<file path="config.mk">
export PLATFORM = sky130hd
export DESIGN_NAME = ctg_top
export DESIGN_NICKNAME = d
export VERILOG_FILES = /design/src/rtl/ctg_pkg.sv /design/src/rtl/ctg_clamp_if.sv /design/src/rtl/ctg_clamp_gen.sv /design/src/rtl/ctg_sync2.sv /design/src/rtl/ctg_top.sv
export SDC_FILE = /design/constraint.sdc
export NUM_CORES = 1
export LEC_CHECK = 0
export BUFFER_PORTS_ARGS = -buffer_cell sky130_fd_sc_hd__clkbuf_2
export CAP_MARGIN = 20
export CORE_MARGIN = 2
export CORE_UTILIZATION = 50
export DETAILED_ROUTE_END_ITERATION = 10
export GPL_TIMING_DRIVEN = 0
export PLACE_DENSITY = 0.68
export SETUP_SLACK_MARGIN = 0.02
export SYNTH_ARGS = -nofsm -noshare
export SYNTH_HDL_FRONTEND = slang
export SYNTH_SLANG_ARGS = --single-unit
</file>
<file path="constraint.sdc">
create_clock -name i_ref_clk -period 2.6 [get_ports i_ref_clk]
set_input_delay 0.13 -clock i_ref_clk [delete_from_list [all_inputs] [get_ports i_ref_clk]]
set_output_delay 0.13 -clock i_ref_clk [all_outputs]
set_load 0.01 [all_outputs]
</file>
<file path="src/rtl/ctg_pkg.sv">
package ctg_pkg;

    // ------------------------------------------------------------
    // channels and widths
    // ------------------------------------------------------------
    localparam int NCH    = 3;
    localparam int GAIN_W = 7;
    localparam int OFF_W  = 9;
    localparam int MAN_W  = 7;
    localparam int CNT_W  = 8;
    localparam int TGT_W  = 8;

    // ------------------------------------------------------------
    // register offsets (channel 0 red, 1 green, 2 blue)
    // ------------------------------------------------------------
    localparam logic [7:0] ADDR_GAIN  [NCH] = '{8'h05, 8'h07, 8'h09};
    localparam logic [7:0] ADDR_OFF_HI[NCH] = '{8'h0b, 8'h0d, 8'h0f};
    localparam logic [7:0] ADDR_OFF_LO[NCH] = '{8'h0c, 8'h0e, 8'h10};
    localparam logic [7:0] ADDR_CLAMP_CTRL  = 8'h18;
    localparam logic [7:0] ADDR_CLAMP_PLACE = 8'h19;
    localparam logic [7:0] ADDR_CLAMP_DUR   = 8'h1a;
    localparam logic [7:0] ADDR_AUTO_OFF    = 8'h1b;

    // ------------------------------------------------------------
    // field positions
    // ------------------------------------------------------------
    localparam int CC_SRC_BIT          = 4;
    localparam int CC_POL_HI           = 7;
    localparam int CC_POL_LO           = 6;
    localparam int CC_SEL_BIT [NCH]    = '{3, 2, 1};
    localparam int AO_EN_BIT           = 5;
    localparam int OFF_LO_BIT          = 7;

    // ------------------------------------------------------------
    // reset values
    // ------------------------------------------------------------
    localparam logic [GAIN_W-1:0] RST_GAIN   = 7'h40;
    localparam logic [7:0]        RST_OFF_HI = 8'h00;
    localparam logic [7:0]        RST_OFF_LO = 8'h00;
    localparam logic [7:0]        RST_CC     = 8'h00;
    localparam logic [7:0]        RST_PLACE  = 8'h04;
    localparam logic [7:0]        RST_DUR    = 8'h28;
    localparam logic [7:0]        RST_AO     = 8'h00;

    // ------------------------------------------------------------
    // codes
    // ------------------------------------------------------------
    localparam logic [TGT_W-1:0] TGT_GND   = 8'h00;
    localparam logic [TGT_W-1:0] TGT_MID   = 8'h80;
    localparam logic [MAN_W-1:0] MAN_NEG64 = 7'h40;
    localparam logic [OFF_W-1:0] MAN_MIN   = 9'h1c1;

    // ------------------------------------------------------------
    // synchroniser lanes
    // ------------------------------------------------------------
    localparam int SYNC_W  = 4;
    localparam int SY_SCL  = 0;
    localparam int SY_SDA  = 1;
    localparam int SY_HS   = 2;
    localparam int SY_CLMP = 3;

    // ------------------------------------------------------------
    // state machines
    // ------------------------------------------------------------
    typedef enum logic [2:0] {
        I2C_IDLE  = 3'h0,
        I2C_ADDR  = 3'h1,
        I2C_ACK_A = 3'h3,
        I2C_WDATA = 3'h2,
        I2C_ACK_W = 3'h6,
        I2C_RDATA = 3'h7,
        I2C_ACK_R = 3'h5
    } ctg_i2c_st_t;

    typedef enum logic [1:0] {
        CG_IDLE   = 2'h0,
        CG_WAIT   = 2'h1,
        CG_ACTIVE = 2'h3
    } ctg_cg_st_t;

endpackage : ctg_pkg

</file>
<file path="src/rtl/ctg_clamp_if.sv">
`timescale 1ns/1ps
interface ctg_clamp_if;
    import ctg_pkg::*;
    logic             ext_sel;
    logic [1:0]       pol;
    logic [CNT_W-1:0] place;
    logic [CNT_W-1:0] dur;
    logic             hs_trail;
    logic             ext_pin;
    logic             clamp;

    modport ctrl (output ext_sel, output pol, output place, output dur,
                  output hs_trail, output ext_pin, input clamp);
    modport gen  (input ext_sel, input pol, input place, input dur,
                  input hs_trail, input ext_pin, output clamp);
endinterface : ctg_clamp_if

</file>
<file path="src/rtl/ctg_clamp_gen.sv">
`timescale 1ns/1ps
module ctg_clamp_gen
    import ctg_pkg::*;
(
    input  wire logic  i_ref_clk,
    input  wire logic  i_nrst,
    ctg_clamp_if.gen   cif
);
    ctg_cg_st_t       st_q, st_d;
    logic [CNT_W-1:0] cnt_q, cnt_d;
    logic             idle_q, idle_d;
    logic             clamp_q, clamp_d;
    logic             ext_act;

    always_comb
    begin
        st_d   = st_q;
        cnt_d  = cnt_q;
        idle_d = idle_q;
        if (cif.hs_trail)
        begin
            idle_d = cif.ext_pin;
            // every trailing edge restarts, so at most one interval per line
            if (cif.dur == '0)
                st_d = CG_IDLE;
            else if (cif.place == '0)
            begin
                st_d  = CG_ACTIVE;
                cnt_d = cif.dur;
            end
            else
            begin
                st_d  = CG_WAIT;
                cnt_d = cif.place;
            end
        end
        else
        begin
            case (st_q)
                CG_WAIT:
                begin
                    cnt_d = cnt_q - 8'h01;
                    if (cnt_q == 8'h01)
                    begin
                        st_d  = CG_ACTIVE;
                        cnt_d = cif.dur;
                    end
                end
                CG_ACTIVE:
                begin
                    cnt_d = cnt_q - 8'h01;
                    if (cnt_q == 8'h01)
                        st_d = CG_IDLE;
                end
                default: st_d = CG_IDLE;
            endcase
        end
        // manual sense when top bit set, else active is opposite of line idle
        if (cif.pol[1])
            ext_act = (cif.ext_pin == cif.pol[0]);
        else
            ext_act = (cif.ext_pin != idle_q);
        clamp_d = cif.ext_sel ? ext_act : (st_d == CG_ACTIVE);
    end

    always_ff @(posedge i_ref_clk)
    begin
        if (!i_nrst)
        begin
            st_q    <= CG_IDLE;
            cnt_q   <= '0;
            idle_q  <= 1'b0;
            clamp_q <= 1'b0;
        end
        else
        begin
            st_q    <= st_d;
            cnt_q   <= cnt_d;
            idle_q  <= idle_d;
            clamp_q <= clamp_d;
        end
    end

    assign cif.clamp = clamp_q;
endmodule : ctg_clamp_gen

</file>
<file path="src/rtl/ctg_sync2.sv">
`timescale 1ns/1ps
module ctg_sync2
    import ctg_pkg::*;
(
    input  wire logic              i_ref_clk,
    input  wire logic              i_nrst,
    input  wire logic [SYNC_W-1:0] i_d,
    output logic      [SYNC_W-1:0] o_q
);
    logic [SYNC_W-1:0] meta_q;
    logic [SYNC_W-1:0] meta_d;
    logic [SYNC_W-1:0] sync_q;
    logic [SYNC_W-1:0] sync_d;

    always_comb
    begin
        meta_d = i_d;
        sync_d = meta_q;
    end

    always_ff @(posedge i_ref_clk)
    begin
        if (!i_nrst)
        begin
            meta_q <= '0;
            sync_q <= '0;
        end
        else
        begin
            meta_q <= meta_d;
            sync_q <= sync_d;
        end
    end

    assign o_q = sync_q;
endmodule : ctg_sync2

</file>
<file path="src/rtl/ctg_top.sv">
`timescale 1ns/1ps
module ctg_top
    import ctg_pkg::*;
#(
    // serial device address, arbitrary value
    parameter logic [6:0] DEV_ADDR = 7'h4c
)
(
    input  wire logic                        i_ref_clk,
    input  wire logic                        i_nrst,
    input  wire logic                        i_scl,
    input  wire logic                        i_sda,
    output logic                             o_sda,
    output logic                             o_sda_oen,
    input  wire logic                        i_hsync,
    input  wire logic                        i_clamp_pin,
    output logic                             o_clamp,
    output logic [NCH-1:0]                   o_clamp_mid,
    output logic [NCH-1:0]                   o_clamp_gnd,
    output logic [NCH-1:0][TGT_W-1:0]        o_clamp_target,
    output logic [NCH-1:0][GAIN_W-1:0]       o_gain_code,
    output logic [NCH-1:0][GAIN_W-1:0]       o_gain_level,
    output logic [NCH-1:0][OFF_W-1:0]        o_offset_val,
    output logic                             o_offset_auto
);

    // ------------------------------------------------------------
    // pin synchronisers
    // ------------------------------------------------------------
    logic [SYNC_W-1:0] pins_s;
    logic              scl_s;
    logic              sda_s;
    logic              hs_s;

    ctg_sync2 u_sync (
        .i_ref_clk (i_ref_clk),
        .i_nrst    (i_nrst),
        .i_d       ({i_clamp_pin, i_hsync, i_sda, i_scl}),
        .o_q       (pins_s)
    );

    assign scl_s = pins_s[SY_SCL];
    assign sda_s = pins_s[SY_SDA];
    assign hs_s  = pins_s[SY_HS];

    // ------------------------------------------------------------
    // edge history
    // ------------------------------------------------------------
    logic scl_p_q, scl_p_d;
    logic sda_p_q, sda_p_d;
    logic hs_p_q,  hs_p_d;
    logic scl_rise;
    logic scl_fall;
    logic start;
    logic stop;

    always_comb
    begin
        scl_p_d = scl_s;
        sda_p_d = sda_s;
        hs_p_d  = hs_s;
    end

    always_ff @(posedge i_ref_clk)
    begin
        if (!i_nrst)
        begin
            // match the cleared synchroniser so no false falling edge or start follows reset
            scl_p_q <= 1'b0;
            sda_p_q <= 1'b0;
            hs_p_q  <= 1'b0;
        end
        else
        begin
            scl_p_q <= scl_p_d;
            sda_p_q <= sda_p_d;
            hs_p_q  <= hs_p_d;
        end
    end

    assign scl_rise = scl_s & ~scl_p_q;
    assign scl_fall = ~scl_s & scl_p_q;
    assign start    = scl_s & scl_p_q & sda_p_q & ~sda_s;
    assign stop     = scl_s & scl_p_q & ~sda_p_q & sda_s;

    // ------------------------------------------------------------
    // register state
    // ------------------------------------------------------------
    logic [NCH-1:0][GAIN_W-1:0] gain_q,   gain_d;
    logic [NCH-1:0][7:0]        off_hi_q, off_hi_d;
    logic [NCH-1:0][7:0]        off_lo_q, off_lo_d;
    logic [7:0]                 cc_q,     cc_d;
    logic [CNT_W-1:0]           place_q,  place_d;
    logic [CNT_W-1:0]           dur_q,    dur_d;
    logic [7:0]                 ao_q,     ao_d;
    logic                       wr_en;
    logic [7:0]                 wr_addr;
    logic [7:0]                 wr_data;
    logic [7:0]                 rd_data;

    // ------------------------------------------------------------
    // serial slave
    // ------------------------------------------------------------
    ctg_i2c_st_t st_q, st_d;
    logic [2:0]  cnt_q, cnt_d;
    logic [7:0]  sh_q, sh_d;
    logic        full_q, full_d;
    logic [7:0]  ptr_q, ptr_d;
    logic        first_q, first_d;
    logic        rw_q, rw_d;
    logic        drv_q, drv_d;
    logic        nack_q, nack_d;

    always_comb
    begin
        st_d    = st_q;
        cnt_d   = cnt_q;
        sh_d    = sh_q;
        full_d  = full_q;
        ptr_d   = ptr_q;
        first_d = first_q;
        rw_d    = rw_q;
        drv_d   = drv_q;
        nack_d  = nack_q;
        wr_en   = 1'b0;
        wr_addr = ptr_q;
        wr_data = sh_q;
        if (start)
        begin
            st_d    = I2C_ADDR;
            cnt_d   = '0;
            full_d  = 1'b0;
            drv_d   = 1'b0;
            first_d = 1'b1;
        end
        else if (stop)
        begin
            st_d  = I2C_IDLE;
            drv_d = 1'b0;
        end
        else if (scl_rise)
        begin
            case (st_q)
                I2C_ADDR, I2C_WDATA:
                begin
                    sh_d   = {sh_q[6:0], sda_s};
                    cnt_d  = cnt_q + 3'h1;
                    full_d = (cnt_q == 3'h7);
                end
                I2C_RDATA:
                begin
                    cnt_d  = cnt_q + 3'h1;
                    full_d = (cnt_q == 3'h7);
                end
                I2C_ACK_R: nack_d = sda_s;
                default: ;
            endcase
        end
        else if (scl_fall)
        begin
            case (st_q)
                I2C_ADDR:
                begin
                    if (full_q)
                    begin
                        full_d = 1'b0;
                        if (sh_q[7:1] == DEV_ADDR)
                        begin
                            st_d  = I2C_ACK_A;
                            drv_d = 1'b1;
                            rw_d  = sh_q[0];
                        end
                        else
                            st_d = I2C_IDLE;
                    end
                end
                I2C_ACK_A:
                begin
                    if (rw_q)
                    begin
                        st_d  = I2C_RDATA;
                        sh_d  = rd_data;
                        drv_d = ~rd_data[7];
                    end
                    else
                    begin
                        st_d  = I2C_WDATA;
                        drv_d = 1'b0;
                    end
                end
                I2C_WDATA:
                begin
                    if (full_q)
                    begin
                        full_d  = 1'b0;
                        st_d    = I2C_ACK_W;
                        drv_d   = 1'b1;
                        first_d = 1'b0;
                        // first byte after address is the register pointer
                        wr_en   = ~first_q;
                        ptr_d   = first_q ? sh_q : ptr_q + 8'h01;
                    end
                end
                I2C_ACK_W:
                begin
                    st_d  = I2C_WDATA;
                    drv_d = 1'b0;
                end
                I2C_RDATA:
                begin
                    if (full_q)
                    begin
                        full_d = 1'b0;
                        st_d   = I2C_ACK_R;
                        drv_d  = 1'b0;
                        ptr_d  = ptr_q + 8'h01;
                    end
                    else
                    begin
                        sh_d  = {sh_q[6:0], 1'b0};
                        drv_d = ~sh_q[6];
                    end
                end
                I2C_ACK_R:
                begin
                    if (nack_q)
                    begin
                        st_d  = I2C_IDLE;
                        drv_d = 1'b0;
                    end
                    else
                    begin
                        st_d  = I2C_RDATA;
                        sh_d  = rd_data;
                        drv_d = ~rd_data[7];
                    end
                end
                default: ;
            endcase
        end
    end

    always_ff @(posedge i_ref_clk)
    begin
        if (!i_nrst)
        begin
            st_q    <= I2C_IDLE;
            cnt_q   <= '0;
            sh_q    <= '0;
            full_q  <= 1'b0;
            ptr_q   <= '0;
            first_q <= 1'b1;
            rw_q    <= 1'b0;
            drv_q   <= 1'b0;
            nack_q  <= 1'b0;
        end
        else
        begin
            st_q    <= st_d;
            cnt_q   <= cnt_d;
            sh_q    <= sh_d;
            full_q  <= full_d;
            ptr_q   <= ptr_d;
            first_q <= first_d;
            rw_q    <= rw_d;
            drv_q   <= drv_d;
            nack_q  <= nack_d;
        end
    end

    // open drain: pin only ever pulled low
    assign o_sda     = 1'b0;
    assign o_sda_oen = ~drv_q;

    // ------------------------------------------------------------
    // register file
    // ------------------------------------------------------------
    always_comb
    begin
        gain_d   = gain_q;
        off_hi_d = off_hi_q;
        off_lo_d = off_lo_q;
        cc_d     = cc_q;
        place_d  = place_q;
        dur_d    = dur_q;
        ao_d     = ao_q;
        if (wr_en)
        begin
            if (wr_addr == ADDR_CLAMP_CTRL)
                cc_d = wr_data;
            else if (wr_addr == ADDR_CLAMP_PLACE)
                place_d = wr_data;
            else if (wr_addr == ADDR_CLAMP_DUR)
                dur_d = wr_data;
            else if (wr_addr == ADDR_AUTO_OFF)
                ao_d = wr_data;
            for (int i = 0; i < NCH; i++)
            begin
                if (wr_addr == ADDR_GAIN[i])
                    gain_d[i] = wr_data[GAIN_W-1:0];
                else if (wr_addr == ADDR_OFF_HI[i])
                    off_hi_d[i] = wr_data;
                else if (wr_addr == ADDR_OFF_LO[i])
                    off_lo_d[i] = wr_data;
            end
        end
    end

    always_comb
    begin
        rd_data = 8'h00;
        if (ptr_q == ADDR_CLAMP_CTRL)
            rd_data = cc_q;
        else if (ptr_q == ADDR_CLAMP_PLACE)
            rd_data = place_q;
        else if (ptr_q == ADDR_CLAMP_DUR)
            rd_data = dur_q;
        else if (ptr_q == ADDR_AUTO_OFF)
            rd_data = ao_q;
        for (int i = 0; i < NCH; i++)
        begin
            if (ptr_q == ADDR_GAIN[i])
                rd_data = {1'b0, gain_q[i]};
            else if (ptr_q == ADDR_OFF_HI[i])
                rd_data = off_hi_q[i];
            else if (ptr_q == ADDR_OFF_LO[i])
                rd_data = off_lo_q[i];
        end
    end

    always_ff @(posedge i_ref_clk)
    begin
        if (!i_nrst)
        begin
            gain_q   <= {NCH{RST_GAIN}};
            off_hi_q <= {NCH{RST_OFF_HI}};
            off_lo_q <= {NCH{RST_OFF_LO}};
            cc_q     <= RST_CC;
            place_q  <= RST_PLACE;
            dur_q    <= RST_DUR;
            ao_q     <= RST_AO;
        end
        else
        begin
            gain_q   <= gain_d;
            off_hi_q <= off_hi_d;
            off_lo_q <= off_lo_d;
            cc_q     <= cc_d;
            place_q  <= place_d;
            dur_q    <= dur_d;
            ao_q     <= ao_d;
        end
    end

    // ------------------------------------------------------------
    // clamp timing
    // ------------------------------------------------------------
    ctg_clamp_if u_cif ();

    assign u_cif.ext_sel  = cc_q[CC_SRC_BIT];
    assign u_cif.pol      = cc_q[CC_POL_HI:CC_POL_LO];
    assign u_cif.place    = place_q;
    assign u_cif.dur      = dur_q;
    assign u_cif.hs_trail = hs_p_q & ~hs_s;
    assign u_cif.ext_pin  = pins_s[SY_CLMP];

    ctg_clamp_gen u_clamp (
        .i_ref_clk (i_ref_clk),
        .i_nrst    (i_nrst),
        .cif       (u_cif)
    );

    assign o_clamp       = u_cif.clamp;
    assign o_offset_auto = ao_q[AO_EN_BIT];

    // ------------------------------------------------------------
    // per-channel settings
    // ------------------------------------------------------------
    for (genvar c = 0; c < NCH; c++)
    begin : g_ch
        logic [MAN_W-1:0] man;
        logic             mid;

        assign mid = cc_q[CC_SEL_BIT[c]];
        assign man = off_hi_q[c][MAN_W-1:0];

        always_comb
        begin
            // ground clamp pulls the black level to code zero
            o_clamp_target[c] = mid ? TGT_MID : TGT_GND;
            o_clamp_mid[c]    = u_cif.clamp & mid;
            o_clamp_gnd[c]    = u_cif.clamp & ~mid;
            o_gain_code[c]    = gain_q[c];
            // inverted code falls as the gain code rises, easing the analog ladder
            o_gain_level[c]   = ~gain_q[c];
            if (ao_q[AO_EN_BIT])
                o_offset_val[c] = {off_hi_q[c], off_lo_q[c][OFF_LO_BIT]};
            else if (man == MAN_NEG64)
                o_offset_val[c] = MAN_MIN;
            else
                o_offset_val[c] = {{(OFF_W-MAN_W){man[MAN_W-1]}}, man};
        end
    end

endmodule : ctg_top

</file>
# After elaboration in Yosys (flattened, before gate mapping)

Cells that the tools add are included.

Add/subtract/negate cells: 3
Eq/ne operators: 45
Muxes and demuxes: 74
Bitwise operators: 42
Reduce and logical (&&, ||, !) cells: 37

Operators with widths:

| operator                                             | count |
|---|---|
| two-way mux 8 bit                                    | 29 |
| two-way mux 9 bit                                    | 6 |
| equality test 8 x 4 -> 1 bit (second input constant) | 6 |
| equality test 8 x 5 -> 1 bit (second input constant) | 5 |
| one-hot mux 8 bit (2 select lines)                   | 2 |
| equality test 7 bit (second input constant)          | 4 |
| inverter 1 bit                                       | 25 |
| one-hot mux 8 bit (3 select lines)                   | 1 |
| AND reduction 4 bit                                  | 6 |
| two-way mux 1 bit                                    | 22 |
| inverter 7 bit                                       | 3 |
| one-hot mux 3 bit (6 select lines)                   | 1 |
| AND reduction 6 bit                                  | 3 |
| equality test 8 x 3 -> 1 bit (second input constant) | 2 |
| logical NOT 8 bit                                    | 2 |
| two-way mux 3 bit                                    | 5 |
| AND reduction 3 bit                                  | 5 |
| bitwise AND 1 bit                                    | 14 |
| inequality test 2 bit (second input constant)        | 7 |
| AND reduction 7 bit                                  | 2 |
| equality test 3 bit (second input constant)          | 4 |
| two-way mux 2 bit                                    | 6 |
| inequality test 4 bit (second input constant)        | 3 |
| AND reduction 2 bit                                  | 5 |
| other kinds (24)                                     | 33 |

Flip-flop bits (word level): 151
Bits of input ports: 6
Output and inout port bits: 103
Logic and storage cells: 233

# Depth between registers and ports, before layout

Word-level depth: 18
Mapped depth: 10
Mapped depth without buffers: 8

# Cells and area by module

Synthesis repeated with hierarchy kept, for this count alone.

Cell total of the unflattened synthesis: 1,141
Area total of the unflattened synthesis: 8,943.6 um^2

By module, submodules not included:

| module        | instances | cells each | area an instance (um^2) | seq. area each (um^2) |
|---|---|---|---|---|
| ctg_top       | 1         | 1,009      | 7,786.2                 | 2,622.5 |
| ctg_clamp_gen | 1         | 116        | 947.2                   | 240.2 |
| ctg_sync2     | 1         | 16         | 210.2                   | 160.2 |

# Worst setup path before layout

No wires, ideal clock.

Path kind: reg-to-reg
Start point: register ptr_q[0]
End point: register sh_q[1]
Library setup time: 0.069 ns
Data arrival time: 2.050 ns
Required time: 2.531 ns
Setup slack: 0.482 ns
Stages on the path, launching flop included: 9
Path buffers: 0
Period minus slack after synthesis: 2.118 ns
Cell sequence: dfxtp_1 > inv_1 > ha_1 > nor3b_1 > a21oi_1 > a221oi_1 > nor4_1 > o31a_1 > o21ai_1

Word-level cells in the longest chain between the ends: 18
Elaborated cells between the ends (all ways): 31
Those cells by class: 13 x eq/ne; 18 x mux

Ends and longest elaborated chain:

| what                                 | line                           | text |
|---|---|---|
| start, declared                      | ctg_top.sv:108                 | `logic [7:0] ptr_q, ptr_d;` |
| start signal, assigned               | ctg_top.sv:263                 | `ptr_q <= ptr_d;` |
| equality test 8 x 5 -> 1 bit         | ctg_top.sv:318                 | `else if (ptr_q == ADDR_AUTO_OFF)` |
| two-way mux 8 bit                    | ctg_top.sv:318                 |  |
| two-way mux 8 bit                    | ctg_top.sv:316                 | `else if (ptr_q == ADDR_CLAMP_DUR)` |
| two-way mux 8 bit                    | ctg_top.sv:314                 | `else if (ptr_q == ADDR_CLAMP_PLACE)` |
| two-way mux 8 bit                    | ctg_top.sv:312                 | `if (ptr_q == ADDR_CLAMP_CTRL)` |
| two-way mux 8 bit                    | ctg_top.sv:326                 | `else if (ptr_q == ADDR_OFF_LO[i])` |
| two-way mux 8 bit                    | ctg_top.sv:324                 | `else if (ptr_q == ADDR_OFF_HI[i])` |
| two-way mux 8 bit                    | ctg_top.sv:322                 | `if (ptr_q == ADDR_GAIN[i])` |
| [2 not listed]                       | --                             |  |
| two-way mux 8 bit                    | ctg_top.sv:322                 |  |
| two-way mux 8 bit                    | ctg_top.sv:326                 |  |
| two-way mux 8 bit                    | ctg_top.sv:324                 |  |
| two-way mux 8 bit *                  | ctg_top.sv:322                 |  |
| two-way mux 8 bit (on tied branches) | ctg_top.sv:226, ctg_top.sv:179 |  |
| one-hot mux 8 bit (3 select lines) * | ctg_top.sv:161                 | `case (st_q)` |
| two-way mux 8 bit *                  | ctg_top.sv:159                 | `else if (scl_fall)` |
| two-way mux 8 bit *                  | ctg_top.sv:141                 | `else if (scl_rise)` |
| end signal, assigned                 | ctg_top.sv:249                 | `sh_q <= '0;` |
| end signal, assigned                 | ctg_top.sv:261                 | `sh_q <= sh_d;` |
| end, declared                        | ctg_top.sv:106                 | `logic [7:0] sh_q, sh_d;` |

Every way passes the cells marked *; elsewhere a longest branch is shown, timed or not. The select of a mux whose other input is x is not followed.
A chain may end at the register's enable or synchronous reset.

# Worst setup path in the final report

Start point: register ptr_q[0]
End point: register sh_q[3]

The elaborated chain is that of the path after synthesis.

==> reports/results.ini <==
[setup_path]
rrSetupSlack_ns=0.08
crit_type=flop to flop
max_stage_delay_ns=0.45
cp-start-kind=flop
critPathMostFrequentCell=clkbuf_4
crit_buf_inv=2
cp_top_family=compound AO/OA/AOI/OAI gates
slowest_stage=dfxtp_1
required_ns=2.88
crit_path_end_kind=flop
rr_worst_depth=8
path_cells=ha_2, clkbuf_4, clkbuf_4, o21ai_0, a211o_1, o2bb2ai_1, nor3_2, o22ai_1
r2r-end=sh_q[3]$_SDFFE_PN0P_
r2r_start=ptr_q[0]$_SDFFE_PN0P_
critPathArrivalTime_ns=2.80
worstPathMaxFanout=10

[sta]
drv_slew=0
max_freq_mhz=396
timing.final.crit_share_pct=97.1
slew_headroom_pct=39.7
clock_skew_ns=0.00689
setup_violations=0
rsz0062_at_grt=true
post-route-min-period_ns=2.52
hold_viol=0
tns_ns=0
max_slew.worst_pin.slew_ns=0.905

[clock_tree]
htree_levels=4
clk_pin_slew_ns=0.06
clock_path_buffers=2
cts-root-buf=clkbuf_16
cts_inserted_buffers=17
clk_latency_ns=0.43
cts_tree=done
cts.sinks=151

[hold_path]
worstHoldStart=i_nrst
holdPathStages=4
hold_end=sh_q[1]$_SDFFE_PN0P_
hp-class=input pin to flop

[drt]
first_pass_iters=6
routedWlPerCell_um=19.1
vias=8459
viasPerCell=5.80
finalWirelength_um=27800
drtAntennaViolNets=0
drtIter0Drc=997
remaining_drc_errors=0

[yosys]
ys_seq_area_share_pct=36.2
syn_area_mm2=0.00835
synth.distinct_cells=73
async_flop_share_pct=0
synthCells=1091
yosysMostFrequentCell=nand2_1
synthFlopType=dfxtp_1
yosys.area.top_type=dfxtp_1
yosys-top-cells-count=198 x nand2_1, 151 x dfxtp_1, 105 x a21oi_1, 71 x nor2_1, 60 x clkbuf_1
yosys_warnings=0
synth_seq_cells=151
synth-edff-count=0
synth_top_area_share_pct=36.2
syn_avg_cell_area_um2=7.65
synthTopCellsByArea=dfxtp_1 36%, nand2_1 8.9%, a21oi_1 6.3%

[cells_and_area]
drive_gt1_share_pct=18.7
area_delta_synth_final_pct=18.4
n_antenna_cell=0
multiInputGateArea_mm2=0.00477
final_util_pct=60.0
fin_cells=1458
nets=1242
area.sequential_mm2=0.00302
filler_cell_count=1530

[placement]
dp.cells=1418
hpwl_um=19900
io_buffers=86
gp_congestion=0.986

[global_route]
grt_max_degree=17
grt_use_met3_pct=6.70
met2_usage_pct=46.9
overflow=0
track_usage_pct=31.3
met1_usage_pct=43.1
grt_pass1_vias=7574
grt.busiest_layer=met2
antenna_found_initial=0
grt_pass1_wl_um=42700

[floorplanning]
rows=47
dieWidth_um=133
pin_count=109
start_util_pct=50.7
die_h_um=133
die_area_mm2=0.0177
core_area_mm2=0.0165

[pwr]
vdd_drop_max_mv=0.503
total_leakage_power_nw=4.15
power.total_mw=5.06
power_density_mw_per_mm2=512

[status]
status=finished, final reports clean

[run]
maxCapViolations=0

final cells by class:
| type | count | area share, % |
|---|---|---|
| sequential | 151 | 30.6 |
| tap | 220 | 2.79 |
| multi-input combinational | 809 | 48.2 |
| clock inverter | 10 | 0.949 |
| timing repair buffer | 96 | 5.22 |
| clock buffer | 22 | 5.00 |
| inverter | 42 | 1.60 |
| buffer | 108 | 5.63 |
worst register-to-register path: stages (launching register included):
cell	delay, ns
dfxtp_1	0.45
ha_2	0.31
clkbuf_4	0.25
clkbuf_4	0.24
o21ai_0	0.21
a211o_1	0.32
o2bb2ai_1	0.14
nor3_2	0.32
o22ai_1	0.14
layer usage:
metal	up-vias	routed length [um]
li1	4004	-
met1	3918	12100
met2	458	11900
met3	79	2720
met4	0	1060
met5	-	0
state kept, by name (all words and copies together), names as in the netlist, 2 cells and up:
name and flops:
u_sync.meta_q 4, sh_q 8, o_gain_code 21, u_clamp.cnt_q 8, g_ch.man 21, ptr_q 8
u_clamp.st_q 2, off_lo_q 24, u_sync.o_q 4, place_q 8, cnt_q 3, dur_q 8
ao_q 8, off_hi_q 3, cc_q 8, st_q 3
worst max path at each step:
stage / from / endpoint / slack [ns] / depth (start not counted)
finish: ptr_q[0]$_SDFFE_PN0P_ / sh_q[3]$_SDFFE_PN0P_ / 0.08 / 8
global route: ptr_q[1]$_SDFFE_PN0P_ / sh_q[3]$_SDFFE_PN0P_ / 0.007 / 10
CTS: u_sync.o_q[0]$_SDFF_PN0_ / sh_q[6]$_SDFFE_PN0P_ / 0.02 / 8
detailed placement: ptr_q[0]$_SDFFE_PN0P_ / sh_q[3]$_SDFFE_PN0P_ / -0.38 / 8
global placement: ptr_q[0]$_SDFFE_PN0P_ / sh_q[3]$_SDFFE_PN0P_ / -0.36 / 8
floorplan: ptr_q[0]$_SDFFE_PN0P_ / sh_q[1]$_SDFFE_PN0P_ / 0.48 / 8
cells in the final DEF, fill, tap and decap left out, types with 26 or more instances in the layout:
cell,netlist,layout
clkbuf_2,0,91
nand2_1,198,198
buf_4,27,33
clkbuf_1,60,50
inv_1,42,42
mux2i_1,46,46
nor2_1,71,69
dfxtp_1,151,150
nand3_1,26,26
a21oi_1,105,105
o21ai_0,59,57
cells by family after synthesis:
logic type / after synthesis / share of synthesized area [%]
other: 1 / 0.0449
DFF: 151 / 36.2
muxes: 57 / 7.00
adders and majority gates: 11 / 1.65
and+or+nand+nor: 443 / 25.9
xor gates and xnor gates: 11 / 1.15
AOI/OAI and AO/OA: 265 / 19.6
buffers and inverters: 152 / 8.44
power breakdown:
group	internal, mW	switching [mW]	total (mW)
logic	0.0934	0.148	0.242
clock network	1.44	1.03	2.47
registers	2.33	0.0131	2.34
total	3.87	1.19	5.06
timing repair:
| item | CTS | global route |
|---|---|---|
| endpoints found under the hold margin | 4 | 0 |
| pin swaps | 1 | 2 |
| buffers inserted | 2 | 4 |
| hold buffers | 4 | 0 |
| endpoints found under the setup margin | 101 | 26 |
| gates resized for setup | 9 | 26 |
stage by stage:
step	worst slack, ns	hold WS (ns)	cell area, um2
after global routing	0.00659	0.214	9880
after floorplan	0.482	0.257	8430
after CTS	0.0211	0.175	9800
final	0.0757	0.205	9880
after global placement	-0.364	0.341	9130
after detailed placement	-0.377	0.342	9130
Power figures use the tool's default switching activity.
